`src/pkg/dsm_pkg.sv`:
```
package mix_pkg;

	// register bus shape
	localparam int ADDR_W = 3;
	localparam int DATA_W = 8;

	// register indices on the plain register port
	localparam logic [2:0] ADDR_MODULATION_CONTROL = 3'h0;
	localparam logic [2:0] ADDR_CARRIER_CONTROL    = 3'h1;
	localparam logic [2:0] ADDR_MODULATOR_SOURCE   = 3'h2;
	localparam logic [2:0] ADDR_HIGH_CARRIER       = 3'h3;
	localparam logic [2:0] ADDR_LOW_CARRIER        = 3'h4;

	// modulation_control field positions
	localparam int BIT_MODULE_ENABLE   = 7;
	localparam int BIT_OUTPUT_STATUS   = 5;
	localparam int BIT_OUTPUT_POLARITY = 4;
	localparam int BIT_SOFTWARE_MOD    = 0;

	// carrier_control field positions
	localparam int BIT_CARH_POLARITY = 5;
	localparam int BIT_CARH_SYNC     = 4;
	localparam int BIT_CARL_POLARITY = 1;
	localparam int BIT_CARL_SYNC     = 0;

	// select field widths
	localparam int CAR_SEL_W = 4;
	localparam int MOD_SEL_W = 5;

	// first reserved modulator code, all above it connect nothing
	localparam logic [4:0] MOD_SEL_RESERVED_MIN = 5'h14;
	localparam logic [11:0] MOD_RESERVED_FILL   = 12'h000;

	// reset values
	localparam logic       RST_CTRL_BIT = 1'b0;
	localparam logic [3:0] RST_CAR_SEL  = 4'h0;
	localparam logic [4:0] RST_MOD_SEL  = 5'h0;
	localparam logic [7:0] RST_RDATA    = 8'h00;
	localparam logic [7:0] READ_ZERO    = 8'h00;

	// inputs passed through the two-stage synchroniser
	localparam int SYNC_W = 7;

	// which carrier the mixer is passing
	typedef enum logic [1:0]
	{
		car_high = 2'b01,
		car_low  = 2'b10
	} carrier_state_e;

endpackage

```
`src/logic/data_signal_modulator.sv`:
```
// How it works
// - carrier-high select is four bits choosing pin, clocks, PWMs, oscillator or cells.
// - carrier-low has its own four-bit select over the same list, except that code 0000 is its own carrier-low pin.
// - five-bit modulator select maps pin, software bit, PWMs, comparators, cells, serial.
// - modulator codes 10100 to 11111 connect nothing, modulator level stays low.
// - modulator high passes carrier-high, modulator low passes carrier-low.
// - output is each carrier gated by the modulator state that selects it.
// - disabled forces carriers low and modulator to software bit, selects kept.
// - high sync waits for carrier-high to fall before moving to carrier-low.
// - low sync waits for carrier-low to fall before moving to carrier-high.
// - without sync the carrier switches in the same cycle the modulator moves.
// - carrier-high polarity bit inverts the selected carrier-high source.
// - carrier-low polarity bit inverts the selected carrier-low source.
// - output polarity bit inverts the modulated output, idling high.
// - enable bit set mixes signals; cleared, the module drives no output.
// - read-only status bit shows the current modulated output value.
// - mixing keeps running in sleep while its sources keep running.
// - any reset disables module and clears both control registers.
// - unimplemented register bits read zero and ignore writes.
module data_signal_modulator
(
	input  wire logic                           sys_clk,   // system clock, 50 MHz
	input  wire logic                           rst,       // async reset, active high
	input  wire logic [mix_pkg::ADDR_W-1:0]     reg_addr,  // register index
	input  wire logic [mix_pkg::DATA_W-1:0]     reg_wdata, // write data
	input  wire logic                           reg_wr,    // write strobe
	input  wire logic                           reg_rd,    // read strobe
	output logic      [mix_pkg::DATA_W-1:0]     reg_rdata, // read data, cycle after strobe
	input  wire logic                           pin_carrier_high, // routed carrier-high pin
	input  wire logic                           pin_carrier_low,  // routed carrier-low pin
	input  wire logic                           pin_modulator,    // routed modulator pin
	input  wire logic                           fast_internal_oscillator, // async osc
	input  wire logic                           reference_clock_out,      // async ref clock
	input  wire logic [4:0]                     capture_compare_unit, // units 1-5, PWM mode
	input  wire logic [1:0]                     pwm_out,              // PWM6, PWM7
	input  wire logic                           numeric_oscillator_output, // osc output
	input  wire logic [1:0]                     comparator_out,   // comparators 1, 2
	input  wire logic [3:0]                     logic_cell,       // logic cells 1-4
	input  wire logic                           serial_port_dt,   // serial DT
	input  wire logic                           serial_port_txck, // serial TX/CK
	input  wire logic [1:0]                     synchronous_serial_port_sdo, // SDO 1, 2
	output logic                                mod_out,   // modulated output pin level
	output logic                                mod_out_oe // output enable of the pin
);

	// register state
	logic                          module_enable_q;
	logic                          output_polarity_q;
	logic                          software_modulation_bit_q;
	logic                          carrier_high_polarity_q;
	logic                          carrier_high_sync_enable_q;
	logic                          carrier_low_polarity_q;
	logic                          carrier_low_sync_enable_q;
	logic [mix_pkg::MOD_SEL_W-1:0] modulator_select_field_q;
	logic [mix_pkg::CAR_SEL_W-1:0] carrier_high_select_field_q;
	logic [mix_pkg::CAR_SEL_W-1:0] carrier_low_select_field_q;

	// datapath
	logic [mix_pkg::SYNC_W-1:0]       async_raw;
	logic [mix_pkg::SYNC_W-1:0]       async_s;
	logic                             fosc_div_q;
	logic [(2**mix_pkg::CAR_SEL_W)-1:0] carh_src;
	logic [(2**mix_pkg::CAR_SEL_W)-1:0] carl_src;
	logic [(2**mix_pkg::MOD_SEL_W)-1:0] mod_src;
	logic                             carh_raw;
	logic                             carl_raw;
	logic                             mod_raw;
	logic                             carh_lvl;
	logic                             carl_lvl;
	logic                             mod_lvl;
	logic                             mixed;
	mix_pkg::carrier_state_e          state_q;
	mix_pkg::carrier_state_e          state_d;

	// pins and free-running oscillators are not sys_clk timed
	assign async_raw = {comparator_out, reference_clock_out, fast_internal_oscillator,
		pin_modulator, pin_carrier_low, pin_carrier_high};

	// synchronise before any edge or level decision
	sync2 #(.WIDTH(mix_pkg::SYNC_W)) u_sync
	(
		.sys_clk  (sys_clk),
		.rst      (rst),
		.async_in (async_raw),
		.sync_out (async_s)
	);

	// system clock cannot be sampled by itself, so it is stood in by half rate
	always_ff @(posedge sys_clk or posedge rst)
	begin
		if (rst)
			fosc_div_q <= mix_pkg::RST_CTRL_BIT;
		else
			fosc_div_q <= ~fosc_div_q;
	end

	// carrier source vectors, index equals select code
	assign carh_src = {logic_cell, numeric_oscillator_output, pwm_out, capture_compare_unit,
		async_s[4], async_s[3], fosc_div_q, async_s[0]};
	assign carl_src = {logic_cell, numeric_oscillator_output, pwm_out, capture_compare_unit,
		async_s[4], async_s[3], fosc_div_q, async_s[1]};

	// modulator vector; reserved codes see constant low
	assign mod_src = {mix_pkg::MOD_RESERVED_FILL, synchronous_serial_port_sdo,
		serial_port_txck, serial_port_dt, logic_cell, async_s[6:5],
		numeric_oscillator_output, pwm_out, capture_compare_unit,
		software_modulation_bit_q, async_s[2]};

	src_mux #(.SEL_W(mix_pkg::CAR_SEL_W)) u_carh_mux
	(
		.src   (carh_src),
		.sel   (carrier_high_select_field_q),
		.level (carh_raw)
	);

	src_mux #(.SEL_W(mix_pkg::CAR_SEL_W)) u_carl_mux
	(
		.src   (carl_src),
		.sel   (carrier_low_select_field_q),
		.level (carl_raw)
	);

	src_mux #(.SEL_W(mix_pkg::MOD_SEL_W)) u_mod_mux
	(
		.src   (mod_src),
		.sel   (modulator_select_field_q),
		.level (mod_raw)
	);

	// disabled: carriers to ground, modulator to software bit, selects untouched
	always_comb
	begin
		carh_lvl = module_enable_q & (carh_raw ^ carrier_high_polarity_q);
		carl_lvl = module_enable_q & (carl_raw ^ carrier_low_polarity_q);
		mod_lvl  = module_enable_q ? mod_raw : software_modulation_bit_q;
	end

	// carrier switchover, held while a synchronised pulse is still high
	always_comb
	begin
		state_d = state_q;
		case (state_q)
			mix_pkg::car_high:
			begin
				// waiting ends once the high carrier has fallen
				if (!mod_lvl && (!carrier_high_sync_enable_q || !carh_lvl))
					state_d = mix_pkg::car_low;
			end
			mix_pkg::car_low:
			begin
				// waiting ends once the low carrier has fallen
				if (mod_lvl && (!carrier_low_sync_enable_q || !carl_lvl))
					state_d = mix_pkg::car_high;
			end
			default:
				state_d = mix_pkg::car_low;
		endcase
	end

	// each carrier gated by the state chosen by the modulator
	always_comb
	begin
		mixed = (state_d == mix_pkg::car_high) ? carh_lvl : carl_lvl;
	end

	// state register; software bit is low after reset, so low carrier first
	always_ff @(posedge sys_clk or posedge rst)
	begin
		if (rst)
			state_q <= mix_pkg::car_low;
		else
			state_q <= state_d;
	end

	// no sleep gating: runs on whatever its sources still deliver
	always_ff @(posedge sys_clk or posedge rst)
	begin
		if (rst)
		begin
			mod_out    <= mix_pkg::RST_CTRL_BIT;
			mod_out_oe <= mix_pkg::RST_CTRL_BIT;
		end
		else
		begin
			mod_out    <= mixed ^ output_polarity_q;
			mod_out_oe <= module_enable_q;
		end
	end

	// modulation_control: only implemented bits are stored
	always_ff @(posedge sys_clk or posedge rst)
	begin
		if (rst)
		begin
			module_enable_q           <= mix_pkg::RST_CTRL_BIT;
			output_polarity_q         <= mix_pkg::RST_CTRL_BIT;
			software_modulation_bit_q <= mix_pkg::RST_CTRL_BIT;
		end
		else if (reg_wr && reg_addr == mix_pkg::ADDR_MODULATION_CONTROL)
		begin
			module_enable_q           <= reg_wdata[mix_pkg::BIT_MODULE_ENABLE];
			output_polarity_q         <= reg_wdata[mix_pkg::BIT_OUTPUT_POLARITY];
			software_modulation_bit_q <= reg_wdata[mix_pkg::BIT_SOFTWARE_MOD];
		end
	end

	// carrier_control
	always_ff @(posedge sys_clk or posedge rst)
	begin
		if (rst)
		begin
			carrier_high_polarity_q    <= mix_pkg::RST_CTRL_BIT;
			carrier_high_sync_enable_q <= mix_pkg::RST_CTRL_BIT;
			carrier_low_polarity_q     <= mix_pkg::RST_CTRL_BIT;
			carrier_low_sync_enable_q  <= mix_pkg::RST_CTRL_BIT;
		end
		else if (reg_wr && reg_addr == mix_pkg::ADDR_CARRIER_CONTROL)
		begin
			carrier_high_polarity_q    <= reg_wdata[mix_pkg::BIT_CARH_POLARITY];
			carrier_high_sync_enable_q <= reg_wdata[mix_pkg::BIT_CARH_SYNC];
			carrier_low_polarity_q     <= reg_wdata[mix_pkg::BIT_CARL_POLARITY];
			carrier_low_sync_enable_q  <= reg_wdata[mix_pkg::BIT_CARL_SYNC];
		end
	end

	// select fields; a single reset is treated as power-on, so they clear too
	always_ff @(posedge sys_clk or posedge rst)
	begin
		if (rst)
		begin
			modulator_select_field_q    <= mix_pkg::RST_MOD_SEL;
			carrier_high_select_field_q <= mix_pkg::RST_CAR_SEL;
			carrier_low_select_field_q  <= mix_pkg::RST_CAR_SEL;
		end
		else if (reg_wr)
		begin
			if (reg_addr == mix_pkg::ADDR_MODULATOR_SOURCE)
				modulator_select_field_q <= reg_wdata[mix_pkg::MOD_SEL_W-1:0];
			else if (reg_addr == mix_pkg::ADDR_HIGH_CARRIER)
				carrier_high_select_field_q <= reg_wdata[mix_pkg::CAR_SEL_W-1:0];
			else if (reg_addr == mix_pkg::ADDR_LOW_CARRIER)
				carrier_low_select_field_q <= reg_wdata[mix_pkg::CAR_SEL_W-1:0];
		end
	end

	// read data stand one cycle after the strobe; unmapped reads give zero
	always_ff @(posedge sys_clk or posedge rst)
	begin
		if (rst)
			reg_rdata <= mix_pkg::RST_RDATA;
		else if (reg_rd)
		begin
			reg_rdata <= mix_pkg::READ_ZERO; // unimplemented bits stay zero
			if (reg_addr == mix_pkg::ADDR_MODULATION_CONTROL)
			begin
				reg_rdata[mix_pkg::BIT_MODULE_ENABLE]   <= module_enable_q;
				reg_rdata[mix_pkg::BIT_OUTPUT_STATUS]   <= mod_out;
				reg_rdata[mix_pkg::BIT_OUTPUT_POLARITY] <= output_polarity_q;
				reg_rdata[mix_pkg::BIT_SOFTWARE_MOD]    <= software_modulation_bit_q;
			end
			else if (reg_addr == mix_pkg::ADDR_CARRIER_CONTROL)
			begin
				reg_rdata[mix_pkg::BIT_CARH_POLARITY] <= carrier_high_polarity_q;
				reg_rdata[mix_pkg::BIT_CARH_SYNC]     <= carrier_high_sync_enable_q;
				reg_rdata[mix_pkg::BIT_CARL_POLARITY] <= carrier_low_polarity_q;
				reg_rdata[mix_pkg::BIT_CARL_SYNC]     <= carrier_low_sync_enable_q;
			end
			else if (reg_addr == mix_pkg::ADDR_MODULATOR_SOURCE)
				reg_rdata[mix_pkg::MOD_SEL_W-1:0] <= modulator_select_field_q;
			else if (reg_addr == mix_pkg::ADDR_HIGH_CARRIER)
				reg_rdata[mix_pkg::CAR_SEL_W-1:0] <= carrier_high_select_field_q;
			else if (reg_addr == mix_pkg::ADDR_LOW_CARRIER)
				reg_rdata[mix_pkg::CAR_SEL_W-1:0] <= carrier_low_select_field_q;
		end
		else
			reg_rdata <= mix_pkg::READ_ZERO;
	end
endmodule

```
`src/logic/sync2.sv`:
```
// two-stage level synchroniser, one bit per lane
module sync2
#(
	parameter int WIDTH = 1
)
(
	input  wire logic             sys_clk, // system clock
	input  wire logic             rst,     // async reset, active high
	input  wire logic [WIDTH-1:0] async_in, // level from another timing domain
	output logic      [WIDTH-1:0] sync_out  // level in the sys_clk domain
);

	logic [WIDTH-1:0] meta_q;

	// first stage is read only by the second stage
	always_ff @(posedge sys_clk or posedge rst)
	begin
		if (rst)
		begin
			meta_q   <= '0;
			sync_out <= '0;
		end
		else
		begin
			meta_q   <= async_in;
			sync_out <= meta_q;
		end
	end

endmodule

```
`src/logic/src_mux.sv`:
```
// picks one source level out of a vector by its select code
module src_mux
#(
	parameter int SEL_W = 4
)
(
	input  wire logic [(2**SEL_W)-1:0] src,   // candidate levels, index equals code
	input  wire logic [SEL_W-1:0]      sel,   // select code
	output logic                       level  // chosen level
);

	// unused codes are tied low in the source vector itself
	always_comb
	begin
		level = src[sel];
	end

endmodule

```
`config.mk`:
```
export PLATFORM = sky130hd
export DESIGN_NAME = data_signal_modulator
export DESIGN_NICKNAME = d
export VERILOG_FILES = /design/src/pkg/dsm_pkg.sv /design/src/logic/data_signal_modulator.sv /design/src/logic/sync2.sv /design/src/logic/src_mux.sv
export SDC_FILE = /design/constraint.sdc
export NUM_CORES = 1
export LEC_CHECK = 0
export BUFFER_PORTS_ARGS = -buffer_cell sky130_fd_sc_hd__clkbuf_2
export CORE_ASPECT_RATIO = 1.25
export CORE_MARGIN = 2
export CORE_UTILIZATION = 59
export DETAILED_ROUTE_END_ITERATION = 8
export PLACE_DENSITY = 0.85
export REMOVE_ABC_BUFFERS = 1
export SYNTH_ARGS = -nofsm -noshare
export SYNTH_HDL_FRONTEND = slang
export SYNTH_SLANG_ARGS = --single-unit
```
`constraint.sdc`:
```
create_clock -name sys_clk -period 5.2 [get_ports sys_clk]
set_clock_uncertainty 0.2 [all_clocks]
set_input_delay 0.26 -clock sys_clk [delete_from_list [all_inputs] [get_ports sys_clk]]
set_output_delay 0.26 -clock sys_clk [all_outputs]
set_load 0.03 [all_outputs]
```
==> results of run 1 <==
[worst max-delay path, delay by kind of cell (launching register included)]
kind            cells  cell delay, ns
mux                 3            0.98
compound gates      3            0.57
flops               1            0.52
xor+xnor            1            0.25
simple gates        1            0.10
[layout by cell type, fill, tap and decap left out, drive strengths merged, types with 3 or more instances in the layout]
cell type	netlist	final
nor2b	5	5
o21ai	8	8
dlygate4sd3	0	10
a21oi	12	12
nor2	12	12
nand3	3	3
clkbuf	7	52
mux2i	7	7
inv	9	8
nor3	5	5
mux4	11	11
mux2	19	19
dfrtp	45	45
and2	3	3
nand2	14	14
[kinds of logic (layout without fill, tap and decap cells)]
kind of cell | count (synthesis) | in the layout | share of synthesized area [%]
AND/OR/NAND/NOR | 54 | 54 | 11.5
flip-flops | 46 | 46 | 47.3
AO/OA/AOI/OAI | 40 | 40 | 12.3
multiplexers | 37 | 37 | 22.6
buffers and inverters | 20 | 73 | 4.16
adder cells (fa/ha/maj) | 2 | 2 | 1.03
XOR/XNOR | 2 | 2 | 1.03
other | 1 | 1 | 0.154
[area by class of cell]
| class | instances | area, um2 | area share [%] |
|---|---|---|---|
| clock buffer | 7 | 86.3 | 3.02 |
| clock inverter | 1 | 5.00 | 0.175 |
| inverter | 9 | 33.8 | 1.18 |
| multi-input combinational | 136 | 1180 | 41.3 |
| sequential | 46 | 1150 | 40.3 |
| tap | 56 | 70.1 | 2.45 |
| timing repair buffer | 56 | 333 | 11.6 |
[what timing repair did]
action | 4_1_cts | 5_1_grt
hold buffers | 10 | 0
endpoints found under the setup margin | 0 | 0
hold endpoints to repair | 54 | 0
buffers inserted | 0 | 0
[worst paths after layout]
| path | end | slack (ns) | cells past startpoint |
|---|---|---|---|
| worst max-delay path | mod_out | 2.46 | 8 |
| worst min-delay path | modulator_select_field_q[4] | 0.02 | 3 |
| worst max register to register | mod_out | 2.46 | 8 |
| worst min register to register | u_sync.sync_out[5] | 0.15 | 0 |
| max in group asynchronous | state_q[1] | 3.98 | 4 |
| min in group asynchronous | u_sync.meta_q[6] | 0.43 | 4 |
[registers in the layout (all words and copies together) (netlist names)]
register,count
reg_rdata,7
u_sync.meta_q,7
u_sync.sync_out,7
modulator_select_field_q,5
carrier_high_select_field_q,4
carrier_low_select_field_q,4
state_q,2
carrier_high_polarity_q,1
carrier_high_sync_enable_q,1
carrier_low_polarity_q,1
carrier_low_sync_enable_q,1
fosc_div_q,1
mod_out,1
mod_out_oe,1
module_enable_q,1
output_polarity_q,1
software_modulation_bit_q,1
[power by group through the flow]
stage | Combinational [mW] | Sequential, mW | Clock (mW)
final | 0.390 | 0.492 | 0.226
after global routing | 0.430 | 0.503 | 0.245
after CTS | 0.392 | 0.492 | 0.230
after detailed placement | 0.386 | 0.499 | 0
after global placement | 0.369 | 0.497 | 0
after floorplan | 0.285 | 0.496 | 0
[metal layers]
| metal | global-route usage, % | up-vias | share of wire (%) |
|---|---|---|---|
| met5 | 0 | - | 0 |
| met4 | 12.1 | 0 | 2.9 |
| met3 | 4.24 | 12 | 4.2 |
| met2 | 44.1 | 61 | 52 |
| met1 | 30.2 | 896 | 41 |
| li1 | - | 849 | - |
[through the flow]
stage	setup slack [ns]	power, mW
finish	2.46	1.11
global route	2.19	1.18
CTS	2.43	1.11
detailed placement	2.46	0.885
global placement	2.53	0.866
floorplan	2.78	0.781
==> reports/metrics.yaml, run 1 <==
synth_sequential_area_ratio_pct: 47.3
cp_cell_sequence: "mux4_1, mux2i_1, mux2i_1, xor2_1, a211oi_2, a21o_2, a31oi_1, nand3_2"
clock_tree.root_cell: "clkbuf_8"
arrival_time_of_the_worst_setup_path_ns: 2.73
netSwitchingFraction_pct: 34.9
drt_first_pass_iters: 4
setup.worst_path.class: "flip-flop to flip-flop"
ctsHtreeMaxLevel: 2
ctsLongestPathBuffers: 2
fmaxAchievable_mhz: 364
start_kind: "flip-flop"
finalHoldViolations: 0
post_synth.cell_area_avg_um2: 12.1
power.static_leakage_nw: 1.30
p_switching_mw: 0.387
placedInstanceArea_mm2: 0.00267
critical_path_required_ns: 5.18
number_of_antenna_violations_at_the_first_check_in_global_routing: 0
grt_pass1_wl_um: 8370
outcome: "complete, no violations"
synth_edf_count: 0
timing_max_transition_violations_final: 0
critical-path-top-cell-by-count: "mux2i_1"
port_bufs: 45
die-height_um: 75.8
grt-ovfl-total: 0
setup.worst_path.end_class: "flip-flop"
power_report.internal_total_mw: 0.720
floorplan_die_width_um: 61.5
clock_insertion_delay_worst_skew_ns: 0.30
sequentialPowerShare_pct: 44.4
synth_top_area_cell: "dfrtp_1"
cts.reportedPaths.clkPinSlew_ns: 0.09
cts_made_buffers: 5
layout-drive-gt1-share_pct: 33.7
tritoncts_num_sinks: 46
synth.area.top_cells: "dfrtp_1 46%, mux2_2 7.9%, mux4_2 5.5%, mux4_1 5.4%, mux2i_1 2.9%"
postSynth.asyncResetShare_pct: 100
r2r-start: "carrier_low_select_field_q[0]"
synth.top_cell.area_share_pct: 46.2
post_synth_num_cell_types: 55
yosysMostFrequentCell: "dfrtp_1"
coreArea_mm2: 0.00403
gr-usage-all-layers_pct: 25.3
worst_hold_path_type: "input pin to flip-flop"
floorplan.initialDensity_pct: 60.4
timing.critical_path.slowest_stage_cell: "mux4_1"
place.detailed.hpwl_um: 3720
gpl.final_weighted_congestion: 0.875
drt-total-wl_um: 5020
fin_nets: 294
rows: 26
viasPerCell: 5.85
finalSetupViolations: 0
worst_path_largest_cell_delay_ns: 0.60
cts_resized: 0
finish.utilization_pct: 71.0
gate_count_after_technology_mapping: 202
detail_route.wl_per_cell_um: 16.1
setup_tns_ns: 0
worst_hold_startpoint: "reg_wdata[4]"
final.period_utilization_pct: 52.8
syn_to_final_growth_pct: 17.5
synth_top_flop_cell: "dfrtp_1"
drt.antenna.violating_nets: 0
drt_iter0_drc: 101
launching_instance_or_port_of_the_critical_path: "carrier_low_select_field_q[0]"
worst_ir_drop_vdd_mv: 0.198
synth-seq-cells: 46
max_cap_viol_count: 0
max_fanout_on_critical_path: 6
hold-worst-slack_ns: 0.0233
post-route-min-period_ns: 2.74
worst_slew_margin_relative_to_its_limit_pct: 62.6
clockPowerShare_pct: 20.4
num-fill-cells: 317
setup_repair_after_global_routing_missed_its_margin: "false"
netlist_area_before_placement_mm2: 0.00244
synth_warnings: 0
fp.dieArea_mm2: 0.00466
finalNonFillerCells: 311
final_area_mm2: 0.00286
vias: 1818
timing_worst_slew_pin_value_ns: 0.561
first_global_vias: 1781
cts_tree: "built"
power_frac_comb_pct: 35.2
drt_drc_violations_left: 0
antenna-diode-count: 0
dpl.cell_count: 293
ioPinCount: 48
synthTopCellsByCount: "45 x dfrtp_1, 17 x mux2_2, 14 x nand2_1"
grt_max_degree: 47
power_density_mw_per_mm2: 387
No activity file was read; power rests on OpenSTA's default activity.
==> run 2: changes to the inputs <==
- CORE_UTILIZATION: 59 -> 49
- PLACE_DENSITY: 0.85 -> 0.75
- clock period: 5.2 -> 2.45 ns (I/O delays scaled with it)
==> reports/metrics.yaml, run 2 (same netlist as run 1, synthesis figures left out) <==
reg2reg_slack_ns: -0.13  # -2.58 ns
finalHoldViolations: 0  # unchanged
number_of_antenna_violations_at_the_first_check_in_global_routing: 0  # unchanged
tritoncts_num_sinks: 46  # unchanged
outcome: "complete, but fails checks"
crit_end: "mod_out"
layout_common_cells: "45 x clkbuf_2, 43 x dfrtp_1, 18 x dlygate4sd3_1, 17 x mux2_2, 16 x buf_4"
drt-total-wl_um: 5580  # +11%
power.static_leakage_nw: 1.42  # +8.6%
setup.worst_path.end_class: "flip-flop"
rows: 28  # +7.7%
ioPinCount: 48  # unchanged
port_bufs: 45  # unchanged
start_kind: "flip-flop"
post-route-min-period_ns: 2.58  # -0.165 ns
grt-ovfl-total: 0  # unchanged
syn_to_final_growth_pct: 27.0
multi_input_combinational_cell_area_mm2: 0.00120  # +1.9%
reg.largest.list: "reg_rdata (7), u_sync.meta_q (7), u_sync.sync_out (7)"
worst_ir_drop_vdd_mv: 0.487  # +150%
setup_repair_after_global_routing_missed_its_margin: "true"
worst_slew_margin_relative_to_its_limit_pct: 36.6  # -26 points
ctsHtreeMaxLevel: 2  # unchanged
fp.dieArea_mm2: 0.00555  # +19%
first_global_vias: 1910  # +7.2%
grt_max_degree: 47  # unchanged
layout.area.seq_mm2: 0.00115  # +0.22%
fin_nets: 317  # +7.8%
p_total_mw: 2.56  # +130%
clock_tree.root_cell: "clkbuf_8"
antenna-diode-count: 0  # unchanged
arrival_time_of_the_worst_setup_path_ns: 2.63  # -0.10 ns
gpl.final_weighted_congestion: 0.878  # +0.42%
ctsLongestPathBuffers: 2  # unchanged
grt_pass1_wl_um: 9100  # +8.7%
clock_insertion_delay_worst_skew_ns: 0.31  # about the same
timing_max_transition_violations_final: 0  # unchanged
floorplan.initialDensity_pct: 51.1  # -9.3 points
drt.antenna.violating_nets: 0  # unchanged
setup_tns_ns: -0.130  # -0.130 ns
worst_r2r_endpoint: "mod_out"
place_ws_ns: -0.150  # -2.61 ns
finalSetupViolations: 1  # +1
cts_tree: "built"
critical_path_required_ns: 2.50  # -2.68 ns
viasPerCell: 5.79  # -0.90%
setup.worst_path.class: "flip-flop to flip-flop"
layout_commonest_cell: "clkbuf_2"
final_area_mm2: 0.00309  # +8.0%
drt_first_pass_iters: 4  # unchanged
cts_made_buffers: 5  # unchanged
vias: 1958  # +7.7%
max_fanout_on_critical_path: 5  # -1
die-height_um: 82.8  # +9.2%
violated_checks: "setup timing"
floorplan_die_width_um: 67.1  # +9.1%
power_density_mw_per_mm2: 827  # +110%
max_cap_viol_count: 0  # unchanged
final.period_utilization_pct: 105  # +53 points
worst_hold_path_type: "input pin to flip-flop"
drt_drc_violations_left: 0  # unchanged
placedInstanceArea_mm2: 0.00278  # +4.1%
fmaxAchievable_mhz: 388  # +6.4%
coreArea_mm2: 0.00476  # +18%
layout-drive-gt1-share_pct: 39.2  # +5.5 points
place.detailed.hpwl_um: 4080  # +9.8%
gr-usage-all-layers_pct: 21.7  # -3.7 points
cts.reportedPaths.clkPinSlew_ns: 0.10  # about the same
drt_iter0_drc: 176  # +74%
layout_setup_ws_ns: -0.130  # -2.58 ns
finish.utilization_pct: 64.9  # -6.1 points
r2r-start: "carrier_high_select_field_q[0]"
num-fill-cells: 371  # +17%
reg2reg_depth: 9  # +1
detail_route.wl_per_cell_um: 16.5  # +2.3%
timing_worst_slew_pin_value_ns: 0.950  # +0.390 ns
launching_instance_or_port_of_the_critical_path: "carrier_high_select_field_q[0]"
==> run 2: cell count changes in the layout (fill, tap and decap cells not counted), moves of 2 or more <==
cell | before | now
buf_4 | 1 | 16
dlygate4sd3_1 | 10 | 18
dfrtp_1 | 45 | 43
dfrtp_2 | 0 | 2
==> run 2: worst min path at each step <==
stage	from	endpoint	slack [ns]	cells past startpoint
after floorplan	pin_carrier_high	u_sync.meta_q[0]	-0.05	0
after global placement	fast_internal_oscillator	u_sync.meta_q[3]	0.03	1
after detailed placement	comparator_out[1]	u_sync.meta_q[6]	0.03	1
after CTS	reg_addr[0]	reg_rdata[1]	0.07	3
after global routing	reg_addr[0]	reg_rdata[1]	0.13	3
final	reg_addr[0]	reg_rdata[1]	0.09	3
==> run 2: per-layer routing <==
layer | part of all wire, % | wire [um] | GRT usage, %
met5 | 0 | 0 | 0
met4 | 3.4 | 189 | 10.4
met3 | 5.8 | 322 | 3.39
met2 | 51 | 2830 | 34.3
met1 | 40 | 2230 | 28.6
==> run 2: cell type report <==
| type | count | share of cell area [%] |
|---|---|---|
| tap | 60 | 2.43 |
| clock buffer | 6 | 2.67 |
| clock inverter | 2 | 0.526 |
| inverter | 9 | 1.09 |
| timing repair buffer | 79 | 17.0 |
| multi-input combinational | 136 | 39.0 |
| sequential | 46 | 37.3 |
==> run 2: what timing repair did <==
action | CTS | global route
hold buffers | 18 | 0
hold endpoints to repair | 79 | 0
resized for setup | 3 | 3
pin swaps | 0 | 3
endpoints found under the setup margin | 2 | 2
setup buffers | 0 | 1
cloned | 0 | 0
==> run 2: critical path, cell delays in order (launching register included) <==
cell	delay, ns
dfrtp_1	0.50
mux4_2	0.54
mux2i_1	0.16
o22ai_1	0.17
xnor2_2	0.25
o21ai_1	0.12
buf_4	0.15
a221oi_2	0.30
a41oi_2	0.07
nand3_2	0.08
==> run 2: power breakdown <==
part	leakage, nW	internal (mW)	total (mW)	switching, mW
clock network	0.0478	0.233	0.506	0.273
logic	0.816	0.540	1.01	0.471
registers	0.554	0.887	1.04	0.153
==> run 2: through the flow <==
step,hold slack [ns],std cells
after detailed placement,0.0326,311
after global placement,0.0316,311
after global routing,0.129,338
after CTS,0.0749,337
final,0.0854,338
after floorplan,-0.0461,191
